`src/common/rrt_map.svh`:
```
// Register offsets, field widths and reset values of the rate-trim block
`ifndef RRT_MAP_SVH
`define RRT_MAP_SVH

`define RRT_OFS_TRIM      8'h00
`define RRT_OFS_COARSE    8'h04
`define RRT_OFS_FRAC      8'h08
`define RRT_OFS_TEST_MUX_SELECT      8'h0C
`define RRT_OFS_SECONDS   8'h10

`define RRT_TRIM_W        7
`define RRT_COARSE_W      17
`define RRT_FRAC_W        2
`define RRT_TEST_MUX_SELECT_W        5
`define RRT_RATE_W        19

`define RRT_TRIM_MIN      7'h00
`define RRT_TRIM_MAX      7'h3F
`define RRT_TRIM_RST      7'h00
`define RRT_COARSE_RST    17'h10000
`define RRT_FRAC_RST      2'h0
`define RRT_TEST_MUX_SELECT_RST      5'h00

`define RRT_TEST_MUX_SELECT_SEC1     5'h10
`define RRT_TEST_MUX_SELECT_SEC4     5'h11
`define RRT_TEST_MUX_SELECT_RAW      5'h1D

`define RRT_SPAN_SECONDS  3'h7
`define RRT_OSC_PER_SEC   17'h08000

`endif

```
`src/common/rrt_pkg.sv`:
```
// Types shared by the rate-trim block
package rrt_pkg;
  typedef logic [6:0]  rrt_trim_t;
  typedef logic [16:0] rrt_coarse_t;
  typedef logic [1:0]  rrt_frac_t;
  typedef logic [4:0]  rrt_test_mux_select_t;
  typedef logic [18:0] rrt_rate_t;
  typedef logic [2:0]  rrt_sec_idx_t;
endpackage

```
`src/hdl/rrt_rate_trim.sv`:
```
// RTC rate trim: analog trim, eight-second digital rate word, test mux
//
// The Wishbone register port and the address map were chosen for this implementation.
`timescale 1ns/1ps
`include "rrt_map.svh"

module rrt_rate_trim (
  input  wire logic                clock,
  input  wire logic                rst,
  input  wire logic                cyc_i,
  input  wire logic                stb_i,
  input  wire logic                we_i,
  input  wire logic [7:0]          adr_i,
  input  wire logic [3:0]          sel_i,
  input  wire logic [31:0]         dat_i,
  output logic      [31:0]         dat_o,
  output logic                     ack_o,
  input  wire logic                rtc_tick_source,
  output rrt_pkg::rrt_trim_t       analog_load_trim,
  output logic                     second_tick,
  output logic                     test_mux_pin
);
  import rrt_pkg::*;

  // Byte-lane merge of a write into a stored word
  function automatic logic [31:0] wb_merge(
    input logic [31:0] old_v,
    input logic [31:0] new_v,
    input logic [3:0]  sel
  );
    logic [31:0] res;
    res = old_v;
    for (int b = 0; b < 4; b++) begin
      if (sel[b]) begin
        res[8*b +: 8] = new_v[8*b +: 8];
      end
    end
    return res;
  endfunction

  // Cycle count at which second k of the span ends: floor((k+1)*W/8)
  function automatic rrt_rate_t sec_end(
    input rrt_sec_idx_t k,
    input rrt_rate_t    w
  );
    logic [21:0] prod;
    prod = 22'({1'b0, k} + 4'h1) * 22'(w);
    return prod[21:3];
  endfunction

  // Register word as software reads it, reserved bits zero;
  // unmapped offsets read as zero
  function automatic logic [31:0] reg_word(
    input logic [7:0]  adr,
    input rrt_trim_t   trim,
    input rrt_coarse_t coarse,
    input rrt_frac_t   frac,
    input rrt_test_mux_select_t   test_mux_select,
    input logic [31:0] secs
  );
    logic [31:0] res;
    res = 32'h00000000;
    unique case (adr)
      `RRT_OFS_TRIM:    res = {25'h0000000, trim};
      `RRT_OFS_COARSE:  res = {15'h0000, coarse};
      `RRT_OFS_FRAC:    res = {30'h00000000, frac};
      `RRT_OFS_TEST_MUX_SELECT:    res = {27'h0000000, test_mux_select};
      `RRT_OFS_SECONDS: res = secs;
      default:          res = 32'h00000000;
    endcase
    return res;
  endfunction

  // Bus slave state
  rrt_trim_t   trim_r,   trim_nxt;
  rrt_coarse_t coarse_r, coarse_nxt;
  rrt_frac_t   frac_r,   frac_nxt;
  rrt_test_mux_select_t   test_mux_select_r,   test_mux_select_nxt;
  logic        ack_r,    ack_nxt;
  logic [31:0] rdat_r,   rdat_nxt;
  logic [31:0] wr_word;

  // Time base state
  logic         osc_prev_r, osc_prev_nxt;
  rrt_rate_t    cnt_r,      cnt_nxt;
  rrt_sec_idx_t idx_r,      idx_nxt;
  rrt_rate_t    rate_act_r, rate_act_nxt;
  logic [31:0]  secs_r,     secs_nxt;
  logic         pul1_r,     pul1_nxt;
  logic         pul4_r,     pul4_nxt;
  logic         tick_r,     tick_nxt;
  logic         pin_r,      pin_nxt;
  rrt_rate_t    rate_word;
  rrt_rate_t    cnt_inc;
  logic         osc_edge;
  logic         sec_done;

  assign rate_word = {coarse_r, frac_r};
  assign osc_edge  = rtc_tick_source & ~osc_prev_r;
  assign cnt_inc   = cnt_r + 19'h00001;
  // A rate word of zero only matches after the count wraps, so software must avoid it
  assign sec_done  = osc_edge && (cnt_inc == sec_end(idx_r, rate_act_r));

  // Bus answer: ack one cycle after the request is taken and low the cycle after,
  // so a strobe held high is answered every other cycle
  always_comb begin
    ack_nxt  = cyc_i & stb_i & ~ack_r;
    rdat_nxt = rdat_r;
    // Read data is captured in the request cycle so it is stable with ack
    if (cyc_i && stb_i && !ack_r) begin
      rdat_nxt = reg_word(adr_i, trim_r, coarse_r, frac_r, test_mux_select_r, secs_r);
    end
  end

  always_ff @(posedge clock or posedge rst) begin
    if (rst) begin
      ack_r  <= 1'b0;
      rdat_r <= 32'h00000000;
    end else begin
      ack_r  <= ack_nxt;
      rdat_r <= rdat_nxt;
    end
  end

  // Register file: a write lands at the edge where ack is seen; unmapped and
  // read-only offsets drop it
  // Writes with no byte lane enabled leave the register as it was
  always_comb begin
    trim_nxt   = trim_r;
    coarse_nxt = coarse_r;
    frac_nxt   = frac_r;
    test_mux_select_nxt   = test_mux_select_r;
    wr_word    = 32'h00000000;
    if (cyc_i && stb_i && we_i && ack_r) begin
      unique case (adr_i)
        `RRT_OFS_TRIM: begin
          wr_word  = wb_merge({25'h0000000, trim_r}, dat_i, sel_i);
          trim_nxt = wr_word[6:0];
        end
        `RRT_OFS_COARSE: begin
          wr_word    = wb_merge({15'h0000, coarse_r}, dat_i, sel_i);
          coarse_nxt = wr_word[16:0];
        end
        `RRT_OFS_FRAC: begin
          wr_word  = wb_merge({30'h00000000, frac_r}, dat_i, sel_i);
          frac_nxt = wr_word[1:0];
        end
        `RRT_OFS_TEST_MUX_SELECT: begin
          wr_word  = wb_merge({27'h0000000, test_mux_select_r}, dat_i, sel_i);
          test_mux_select_nxt = wr_word[4:0];
        end
        default: begin
          wr_word = 32'h00000000;
        end
      endcase
    end
  end

  always_ff @(posedge clock or posedge rst) begin
    if (rst) begin
      trim_r   <= `RRT_TRIM_RST;
      coarse_r <= `RRT_COARSE_RST;
      frac_r   <= `RRT_FRAC_RST;
      test_mux_select_r   <= `RRT_TEST_MUX_SELECT_RST;
    end else begin
      trim_r   <= trim_nxt;
      coarse_r <= coarse_nxt;
      frac_r   <= frac_nxt;
      test_mux_select_r   <= test_mux_select_nxt;
    end
  end

  assign ack_o = ack_r;
  assign dat_o = rdat_r;
  // Trim goes straight to the load array: 00 least load, 3F most load
  assign analog_load_trim = trim_r;

  // Edge detector: resets high so a source already high at release is not
  // counted as a fresh edge
  always_comb begin
    osc_prev_nxt = rtc_tick_source;
  end

  always_ff @(posedge clock or posedge rst) begin
    if (rst) begin
      osc_prev_r <= 1'b1;
    end else begin
      osc_prev_r <= osc_prev_nxt;
    end
  end

  // Span counter: the rate word counts oscillator cycles over eight seconds.
  // The span's word is latched only at a span boundary, so a write never
  // shortens or stretches a second already in progress.
  always_comb begin
    cnt_nxt      = cnt_r;
    idx_nxt      = idx_r;
    rate_act_nxt = rate_act_r;
    if (osc_edge) begin
      cnt_nxt = cnt_inc;
    end
    if (sec_done) begin
      idx_nxt = idx_r + 3'h1;
      // Rounding remainders of the earlier seconds all land by the last one
      if (idx_r == `RRT_SPAN_SECONDS) begin
        cnt_nxt      = 19'h00000;
        rate_act_nxt = rate_word;
      end
    end
  end

  always_ff @(posedge clock or posedge rst) begin
    if (rst) begin
      cnt_r      <= 19'h00000;
      idx_r      <= 3'h0;
      rate_act_r <= {`RRT_COARSE_RST, `RRT_FRAC_RST};
    end else begin
      cnt_r      <= cnt_nxt;
      idx_r      <= idx_nxt;
      rate_act_r <= rate_act_nxt;
    end
  end

  // Seconds count and one-clock tick; each second may differ by one cycle,
  // but eight of them always add up to the span word
  always_comb begin
    secs_nxt = secs_r;
    tick_nxt = 1'b0;
    if (sec_done) begin
      tick_nxt = 1'b1;
      secs_nxt = secs_r + 32'h00000001;
    end
  end

  always_ff @(posedge clock or posedge rst) begin
    if (rst) begin
      secs_r <= 32'h00000000;
      tick_r <= 1'b0;
    end else begin
      secs_r <= secs_nxt;
      tick_r <= tick_nxt;
    end
  end

  // Test pulses stand for one oscillator period, long enough for a counter;
  // the four-second pulse marks seconds 3 and 7 of each span
  always_comb begin
    pul1_nxt = pul1_r;
    pul4_nxt = pul4_r;
    if (osc_edge) begin
      pul1_nxt = sec_done;
      pul4_nxt = sec_done && (idx_r[1:0] == 2'b11);
    end
  end

  always_ff @(posedge clock or posedge rst) begin
    if (rst) begin
      pul1_r <= 1'b0;
      pul4_r <= 1'b0;
    end else begin
      pul1_r <= pul1_nxt;
      pul4_r <= pul4_nxt;
    end
  end

  assign second_tick = tick_r;

  // Test pin source select; unlisted codes hold the pin low
  // The raw clock passes through a flop, so the pin lags the source by one clock
  always_comb begin
    unique case (test_mux_select_r)
      `RRT_TEST_MUX_SELECT_SEC1: pin_nxt = pul1_r;
      `RRT_TEST_MUX_SELECT_SEC4: pin_nxt = pul4_r;
      `RRT_TEST_MUX_SELECT_RAW:  pin_nxt = rtc_tick_source;
      default:        pin_nxt = 1'b0;
    endcase
  end

  always_ff @(posedge clock or posedge rst) begin
    if (rst) begin
      pin_r <= 1'b0;
    end else begin
      pin_r <= pin_nxt;
    end
  end

  assign test_mux_pin = pin_r;
endmodule

```
`config.mk`:
```
export PLATFORM = sky130hd
export DESIGN_NAME = rrt_rate_trim
export DESIGN_NICKNAME = d
export VERILOG_FILES = /design/src/common/rrt_pkg.sv /design/src/hdl/rrt_rate_trim.sv
export VERILOG_INCLUDE_DIRS = /design/src /design/src/common
export SDC_FILE = /design/constraint.sdc
export NUM_CORES = 1
export LEC_CHECK = 0
export BUFFER_PORTS_ARGS = -buffer_cell sky130_fd_sc_hd__buf_2
export CORE_MARGIN = 2
export CORE_UTILIZATION = 40
export DETAILED_ROUTE_END_ITERATION = 6
export PLACE_DENSITY_LB_ADDON = 0.15
export SYNTH_ARGS = -nofsm -noshare
export SYNTH_HDL_FRONTEND = slang
export SYNTH_SLANG_ARGS = --single-unit
```
`constraint.sdc`:
```
create_clock -name clock -period 5.5 [get_ports clock]
set_input_delay 1.1 -clock clock [delete_from_list [all_inputs] [get_ports clock]]
set_output_delay 1.1 -clock clock [all_outputs]
set_load 0.01 [all_outputs]
```
# Word-level counts from Yosys, hierarchy flattened
# Index checks and enable logic that the tools add are counted.
# totals
regBits,142
latchBits,0
ram_bits,0
rom_bits,0
input_bits,50
out_inout_bits,42
elab_cells,58
n_memories,0
# op_classes
addsub,4
mul,1
div,0
n_lt_le_gt_ge,0
eq_ne,10
shifts,0
n_mux,6
n_bitwise,5
reduce_logical,15
# op_table
cell,count
$pmux W32 S5,1
$mux W19,3
$add A32 B1 Y32 const B,1
$mul A4 B19 Y22,1
$add A19 B1 Y19 const B,1
$eq A19 B19 Y1,1
$reduce_and A3 Y1,6
$eq A8 B4 Y1 const B,2
$eq A5 B5 Y1 const B,3
$eq A8 B3 Y1 const B,1
$eq A8 B5 Y1 const B,1
$logic_not A8 Y1,1
$logic_and A1 B1 Y1,6
$add A3 B1 Y4 const B,1
$add A3 B1 Y3 const B,1
$and A1 B1 Y1,3
$eq A3 B3 Y1 const B,1
$pmux W1 S3,1
$eq A2 B2 Y1 const B,1
$not A1 Y1,2
$reduce_and A2 Y1,1
$logic_not A1 Y1,1
$mux W1,1

# Logic depth before layout (Yosys ltp)
# Gate-level depths: netlist of the first run.
# depth
word_depth,5
mapped_depth,21
ltp_nobuf,16

# Least setup slack after synthesis of the first run
# No wires, ideal clock.
# synth_timing
path_type,register -> register
startpoint,register idx_r[0]
endpoint,register rate_act_r[0]
setup_ns,0.125
t_arrival_ns,5.085
t_required_ns,5.375
setup_slack_ns,0.291
stages_incl_launch_ff,19
path_buffers,2
period_less_slack_ns,5.209
path_cell_list,dfrtp_1 ha_1 ha_1 clkbuf_1 nand2_1 fa_1 inv_1 fa_1 fa_1 a21o_1 a221oi_4 o21ai_1 xnor2_1 or4_4 nor4b_4 nand4_2 nor2_1 buf_2 mux2_2
# synth_between
elab_chain_cells,5
word_cells_on_any_way,6
classes_between,add/sub (1); mul (1); eq/ne (2); reduce/logical (2)
# synth_rtl
element,line,rtl
from (decl),rrt_rate_trim.sv:86,"rrt_sec_idx_t idx_r, idx_nxt;"
from (signal assigned),rrt_rate_trim.sv:219,idx_r <= idx_nxt;
$add A3 B1 Y4,rrt_rate_trim.sv:47,"prod = 22'({1'b0, k} + 4'h1) * 22'(w);"
$mul A4 B19 Y22,rrt_rate_trim.sv:47,
$eq A19 B19 Y1,rrt_rate_trim.sv:102,"assign sec_done = osc_edge && (cnt_inc == sec_end(idx_r, rate_act_r));"
$logic_and A1 B1 Y1,rrt_rate_trim.sv:102,
$reduce_and A2 Y1 (no line) *,n/a,
to (signal assigned),rrt_rate_trim.sv:216,"rate_act_r <= {`RRT_COARSE_RST, `RRT_FRAC_RST};"
to (signal assigned),rrt_rate_trim.sv:220,rate_act_r <= rate_act_nxt;
to (decl),rrt_rate_trim.sv:87,"rrt_rate_t rate_act_r, rate_act_nxt;"
# Every way passes the cells marked *; elsewhere a longest branch is shown, timed or not.
# A chain may end at the register's enable or synchronous reset.

# Worst setup path after layout of the first run
# layout_timing
startpoint,register idx_r[0]
endpoint,register rate_act_r[13]
# Same word-level chain as after synthesis.

==> flow_summary_export.csv, run 1 <==
group,metric,value,unit
outcome,status,"completed",
yosys,synth.largest_area_cell,"dfrtp_1",
yosys,synthArstFlopShare,100.0,%
worst_setup_path,cp_num_buf_inv,4,
power,leakagePower,5.225,nW
global_routing,grt_use_total,18.24,%
global_routing,gr-total-overflow,0,
placement,dp_hpwl,15380,um
yosys,netlist.area_leader.share,38.43,%
global_routing,antenna_found_initial,0,
detailed_routing,vias,6655,
power,p_seq_share,44.6,%
worst_setup_path,path_delay_family,"adder cells",
yosys,synth_fp_nets,1023,
yosys,synth_cell_types,67,
clocking,post-cts-setup-buffers,0,
timing,finalCriticalPeriod,5.253,ns
clocking,root_buffer,"clkbuf_16",
layout,drive_gt1_share,22.01,%
worst_setup_path,arrival,5.55,ns
detailed_routing,dr.pass1.iters,4,
yosys,synthCells,912,
worst_setup_path,end_kind,"flip-flop",
worst_setup_path,slowest_stage,"or4_4",
clocking,cts.clk_slew.worst_paths,0.07,ns
placement,gp_congestion,0.8016,
power,internal_power,1.841,mW
yosys,synth-seq-cells,142,
yosys,synth_seq_area_share,39.30,%
detailed_routing,drtAntennaViolNets,0,
global_routing,grt_pass1_wl,35040,um
clocking,cts_tree,"yes",
timing,drv_slew,0,
timing,tns,0,ns
worst_setup_path,critPathMaxFanout,21,
timing,relSlewSlack,36.85,%
global_routing,first_global_vias,6708,
power,swShare,26.95,%
worst_setup_path,cp_common_cell,"fa_1",
yosys,syn-cell-area,0.009051,sq mm
clocking,cts_buffers,17,
clocking,numClockSinks,142,
worst_setup_path,crit_required,5.80,ns
layout,num-fill-cells,2187,
layout,final_util,46.66,%
floorplan,num_rows,55,
timing,clock_skew,0.01417,ns
detailed_routing,wl_per_cell,16.09,um
floorplan,num_io_pins,92,
worst_setup_path,crit_chain,"buf_6 -> and3_1 -> buf_12 -> nand2_1 -> fa_1 -> inv_1 -> fa_1 -> fa_1 -> a21o_1 -> a221oi_4 -> o21ai_1 -> xnor2_1 -> or4_4 -> nor4b_4 -> nand4_2 -> nor2_2 -> buf_4 -> mux2_2",
clocking,hold_buffers,0,
detailed_routing,first_iter_violations,373,
yosys,ys_top_cells_by_area,"dfrtp_1, fa_1, mux2_2, xnor2_1, nand2_1",
timing,worstMarginPinSlew,0.9473,ns
clocking,cts_resized,0,
worst_setup_path,crit_type,"flip-flop to flip-flop",
clocking,clock_latency,0.43,ns
layout,area_growth,15.66,%
clocking,cts_max_path_buffers,2,
timing,max_freq,190.4,MHz
worst_setup_path,start_kind,"flip-flop",
worst_setup_path,max_stage_delay,0.56,ns
timing,fin_crit_sh,95.50,%
placement,numPortBuffers,75,
floorplan,fp.dieArea,0.02385,sq mm
layout,nNetsFinal,1102,
floorplan,dieWidth,154.4,um
timing,rsz0062_at_grt,"no",
power,p_total,2.520,mW
power,vdd_drop_max,148.5,uV
yosys,synth_most_common_cell,"dfrtp_1",
power,power_density,240.7,mW/mm^2
floorplan,die_height,154.4,um
clocking,h-tree-depth,4,
timing,hold_violations,0,
floorplan,core-area,0.02243,sq mm
power,combPwrFrac,9.0,%
power,clock_power_share,46.4,%
floorplan,start_util,40.35,%
yosys,yosys-top-cells-count,"dfrtp_1, nand2_1, nor2_1, xnor2_1, mux2_2",
timing,hold_slack,0.4698,ns
placement,place_area,0.009847,sq mm
layout,final_area,0.01047,sq mm
layout,n_antenna_cell,0,
detailed_routing,drc,0,
global_routing,grt_start_max_net_pins,104,
detailed_routing,via_per_inst,5.163,
power,p_switching,0.6792,mW
run,drv_cap,0,
yosys,synth.avg_cell_area,9.925,sq um
yosys,ys.flop_type,"dfrtp_1",
timing,setup_viol,0,
hold_path,holdCritPathClass,"flip-flop to flip-flop",
yosys,yosysWarnings,0,
yosys,synth_edf_count,0,
detailed_routing,finalWirelength,20740,um
state kept, by name (all words and copies together), names as in the netlist:
register           cells
idx_r                  3
test_mux_pin           1
pul4_r                 1
rate_act_r            19
analog_load_trim       7
dat_o                 32
cnt_r                 19
ack_o                  1
pul1_r                 1
secs_r                32
test_mux_select_r      5
coarse_r              17
second_tick            1
frac_r                 2
osc_prev_r             1
final cells by class:
class                           instances  area (sq um)  area share [%]
Clock buffer                           21         460.4           4.398
Clock inverter                         11         121.4           1.159
Sequential cell                       142          3557           33.98
Tap cell                              285         356.6           3.406
Multi-Input combinational cell        689          5199           49.66
Timing Repair Buffer                  103         626.9           5.988
Inverter                               38         147.6           1.410
worst paths after layout:
check	startpoint	endpoint	slack [ns]	cells past startpoint
max in group asynchronous	rst	osc_prev_r	3.54	3
worst max register to register	idx_r[0]	rate_act_r[13]	0.25	18
worst min register to register	dat_o[19]	dat_o[19]	0.47	2
worst max-delay path	idx_r[0]	rate_act_r[13]	0.25	18
worst min-delay path	dat_o[19]	dat_o[19]	0.47	2
min in group asynchronous	rst	dat_o[2]	0.85	2
cell usage in the layout (no fill, tap or decap), types with 19 or more instances in the layout:
cell type | synthesis | final
dfrtp_1 | 139 | 139
nand2_1 | 135 | 135
buf_2 | 10 | 75
xnor2_1 | 65 | 65
nor2_1 | 65 | 64
mux2_2 | 60 | 60
nand3_1 | 43 | 43
xor2_1 | 37 | 37
inv_1 | 37 | 36
fa_1 | 34 | 34
ha_1 | 27 | 26
o21ai_0 | 24 | 24
buf_4 | 4 | 24
nor2b_1 | 19 | 19
metal layers:
layer  vias up  part of all wire [%]  global-route usage [%]  wire length [um]
li1       3266                     -                       -                 -
met1      3288                    48                   25.29              9958
met2        91                    48                   30.38              9997
met3        10                   3.2                   3.390               667
met4         0                  0.54                   3.042               113
met5         -                     0                       0                 0
cells by family (layout without fill, tap and decap cells):
group           Yosys count  after routing  synth area share (%)
compound gates           98             98                 7.493
xor+xnor                103            103                 10.05
buf+inv                  81            173                 3.746
flops                   142            142                 39.30
mux                      60             60                 7.465
fa+ha+maj                61             61                 11.25
simple gates            367            367                 20.69
per-stage QoR:
step / std cells / setup slack [ns]
final: 1289 / 0.2474
after global routing: 1289 / 0.0002327
after CTS: 1289 / 0.03940
after detailed placement: 1257 / 0.08546
after global placement: 1257 / 0.1267
after floorplan: 912 / 0.2906
tightest hold or removal path, stage by stage, from the launching register on:
cell,delay (ns)
dfrtp_1,0.34
nand2_1,0.05
nand2_1,0.05
power by group through the flow:
| stage | Clock, mW | Sequential (mW) | Combinational (mW) |
|---|---|---|---|
| after floorplan | 0 | 1.13 | 0.186 |
| after global placement | 0 | 1.14 | 0.228 |
| after detailed placement | 0 | 1.14 | 0.231 |
| after CTS | 1.20 | 1.12 | 0.231 |
| after global routing | 1.24 | 1.13 | 0.253 |
| final | 1.17 | 1.12 | 0.227 |
Power figures use the tool's default switching activity.
==> inputs of run 2 (changes only) <==
==> constraint.sdc (replaced) <==
create_clock -name clock -period 6.4 [get_ports clock]
set_input_delay 1.28 -clock clock [delete_from_list [all_inputs] [get_ports clock]]
set_output_delay 1.28 -clock clock [all_outputs]
set_load 0.01 [all_outputs]
==> flow_summary_export.csv, run 2 (same netlist as run 1, synthesis figures left out) <==
group,metric,value,unit
timing,rsz0062_at_grt,"no",
layout,final_common_cell,"dfrtp_1",
worst_setup_path,crit_chain,"ha_1 -> ha_1 -> nand2_1 -> fa_1 -> inv_1 -> fa_1 -> fa_1 -> a21o_1 -> a221oi_4 -> o21ai_1 -> xnor2_1 -> or4_4 -> nor4b_4 -> nand4_2 -> buf_4 -> nor4_1 -> xor2_1",
detailed_routing,dr.pass1.iters,5,
timing,tns,0,ns
floorplan,core-area,0.02243,sq mm
global_routing,grt_use_total,18.61,%
layout,nNetsFinal,1083,
timing,finalCriticalPeriod,5.855,ns
worst_setup_path,end_kind,"flip-flop",
clocking,cts_buffers,17,
clocking,root_buffer,"clkbuf_16",
power,vdd_drop_max,187.2,uV
timing,hold_violations,0,
detailed_routing,wl_met1,9868,um
clocking,cts_tree,"yes",
global_routing,gr-total-overflow,0,
clocking,cts_max_path_buffers,2,
placement,dp_hpwl,15290,um
worst_setup_path,cp-startpoint,"idx_r[0]",
worst_setup_path,rr_startpoint,"idx_r[0]",
detailed_routing,first_iter_violations,438,
detailed_routing,finalWirelength,20550,um
timing,max_freq,170.8,MHz
worst_setup_path,reg2regPathDepth,17,
clocking,h-tree-depth,4,
detailed_routing,drc,0,
hold_path,holdCritPathClass,"flip-flop to flip-flop",
timing,relSlewSlack,25.85,%
power,leakagePower,5.121,nW
worst_setup_path,critPathMaxFanout,37,
clocking,cts_resized,0,
worst_setup_path,reg2reg_to,"secs_r[28]",
run,drv_cap,0,
timing,clock_skew,0.01546,ns
global_routing,first_global_vias,6958,
timing,worstMarginPinSlew,1.106,ns
layout,drive_gt1_share,20.20,%
detailed_routing,wl_per_cell,16.18,um
layout,final_util,45.68,%
hold_path,min_from,"dat_o[19]",
power,p_total,2.151,mW
worst_setup_path,arrival,6.20,ns
worst_setup_path,cp_num_buf_inv,2,
floorplan,dieWidth,154.4,um
clocking,numClockSinks,142,
floorplan,die_height,154.4,um
layout,n_antenna_cell,0,
clocking,post-cts-setup-buffers,0,
placement,gp_congestion,0.7927,
detailed_routing,dr.max_layer_used,"met4",
worst_setup_path,crit_type,"flip-flop to flip-flop",
layout,area_growth,13.23,%
global_routing,antenna_found_initial,0,
detailed_routing,wl_met2,9992,um
timing,setup_viol,0,
clocking,hold_buffers,0,
worst_setup_path,slowest_stage,"ha_1",
worst_setup_path,path_delay_family,"adder cells",
timing,drv_slew,0,
global_routing,grt_pass1_wl,35910,um
clocking,cts.clk_slew.worst_paths,0.07,ns
worst_setup_path,cp_common_cell,"fa_1",
floorplan,num_rows,55,
floorplan,num_io_pins,92,
hold_path,hold_depth,2,
layout,layout_common_cells,"dfrtp_1, nand2_1, buf_2, xnor2_1, nor2_1",
worst_setup_path,max_stage_delay,0.71,ns
layout,final_cells,1270,
power,power_density,209.9,mW/mm^2
detailed_routing,via_per_inst,5.193,
worst_setup_path,crit_required,6.75,ns
detailed_routing,vias,6595,
placement,numPortBuffers,75,
worst_setup_path,rrSetupSlack,0.54,ns
worst_setup_path,start_kind,"flip-flop",
clocking,clock_latency,0.43,ns
floorplan,fp.dieArea,0.02385,sq mm
placement,dp.cells,1238,
timing,fin_crit_sh,91.49,%
hold_path,hold-path-endpoint,"dat_o[19]",
detailed_routing,drtAntennaViolNets,0,
global_routing,grt_start_max_net_pins,82,
detailed_routing,dr_wl_met3,507,um
floorplan,start_util,40.35,%
timing,hold_slack,0.4666,ns
outcome,status,"completed",
run 2: metrics by stage:
stage | cell area, sq um | setup WS, ns
final | 10250 | 0.5447
after CTS | 10250 | 0.5239
after detailed placement | 9667 | 0.5460
after global placement | 9667 | 0.5819
after floorplan | 9051 | 1.191
after global routing | 10250 | 0.1634
run 2: worst max path at each step:
stage	to	slack, ns	cells past startpoint
after detailed placement	secs_r[26]	0.55	17
after global placement	secs_r[30]	0.58	17
after global routing	secs_r[26]	0.16	17
after CTS	secs_r[28]	0.52	17
after floorplan	rate_act_r[0]	1.19	18
final	secs_r[28]	0.54	17
run 2: area by class of cell:
class	count	area, sq um
clock inverter	14	152.6
clock buffer	18	429.2
timing repair buffer	84	442.9
sequential	142	3557
inverter	38	147.6
fill	2167	12190
tap	285	356.6
multi-input combinational	689	5162
run 2: worst min-delay path: stages, from the launching register on:
cell,delay (ns)
dfrtp_1,0.34
nand2_1,0.05
nand2_1,0.05
run 2: per-layer routing:
layer,global-route usage (%),vias up
met5,0,-
met2,31.19,87
met1,25.57,3269
li1,-,3226
met4,4.409,0
met3,2.774,13
run 2: power by group:
part / leakage [nW] / total, mW / internal [mW] / switching [mW]
sequential: 1.94 / 0.965 / 0.923 / 0.0422
combinational: 2.90 / 0.194 / 0.0887 / 0.105
clock: 0.286 / 0.992 / 0.552 / 0.440
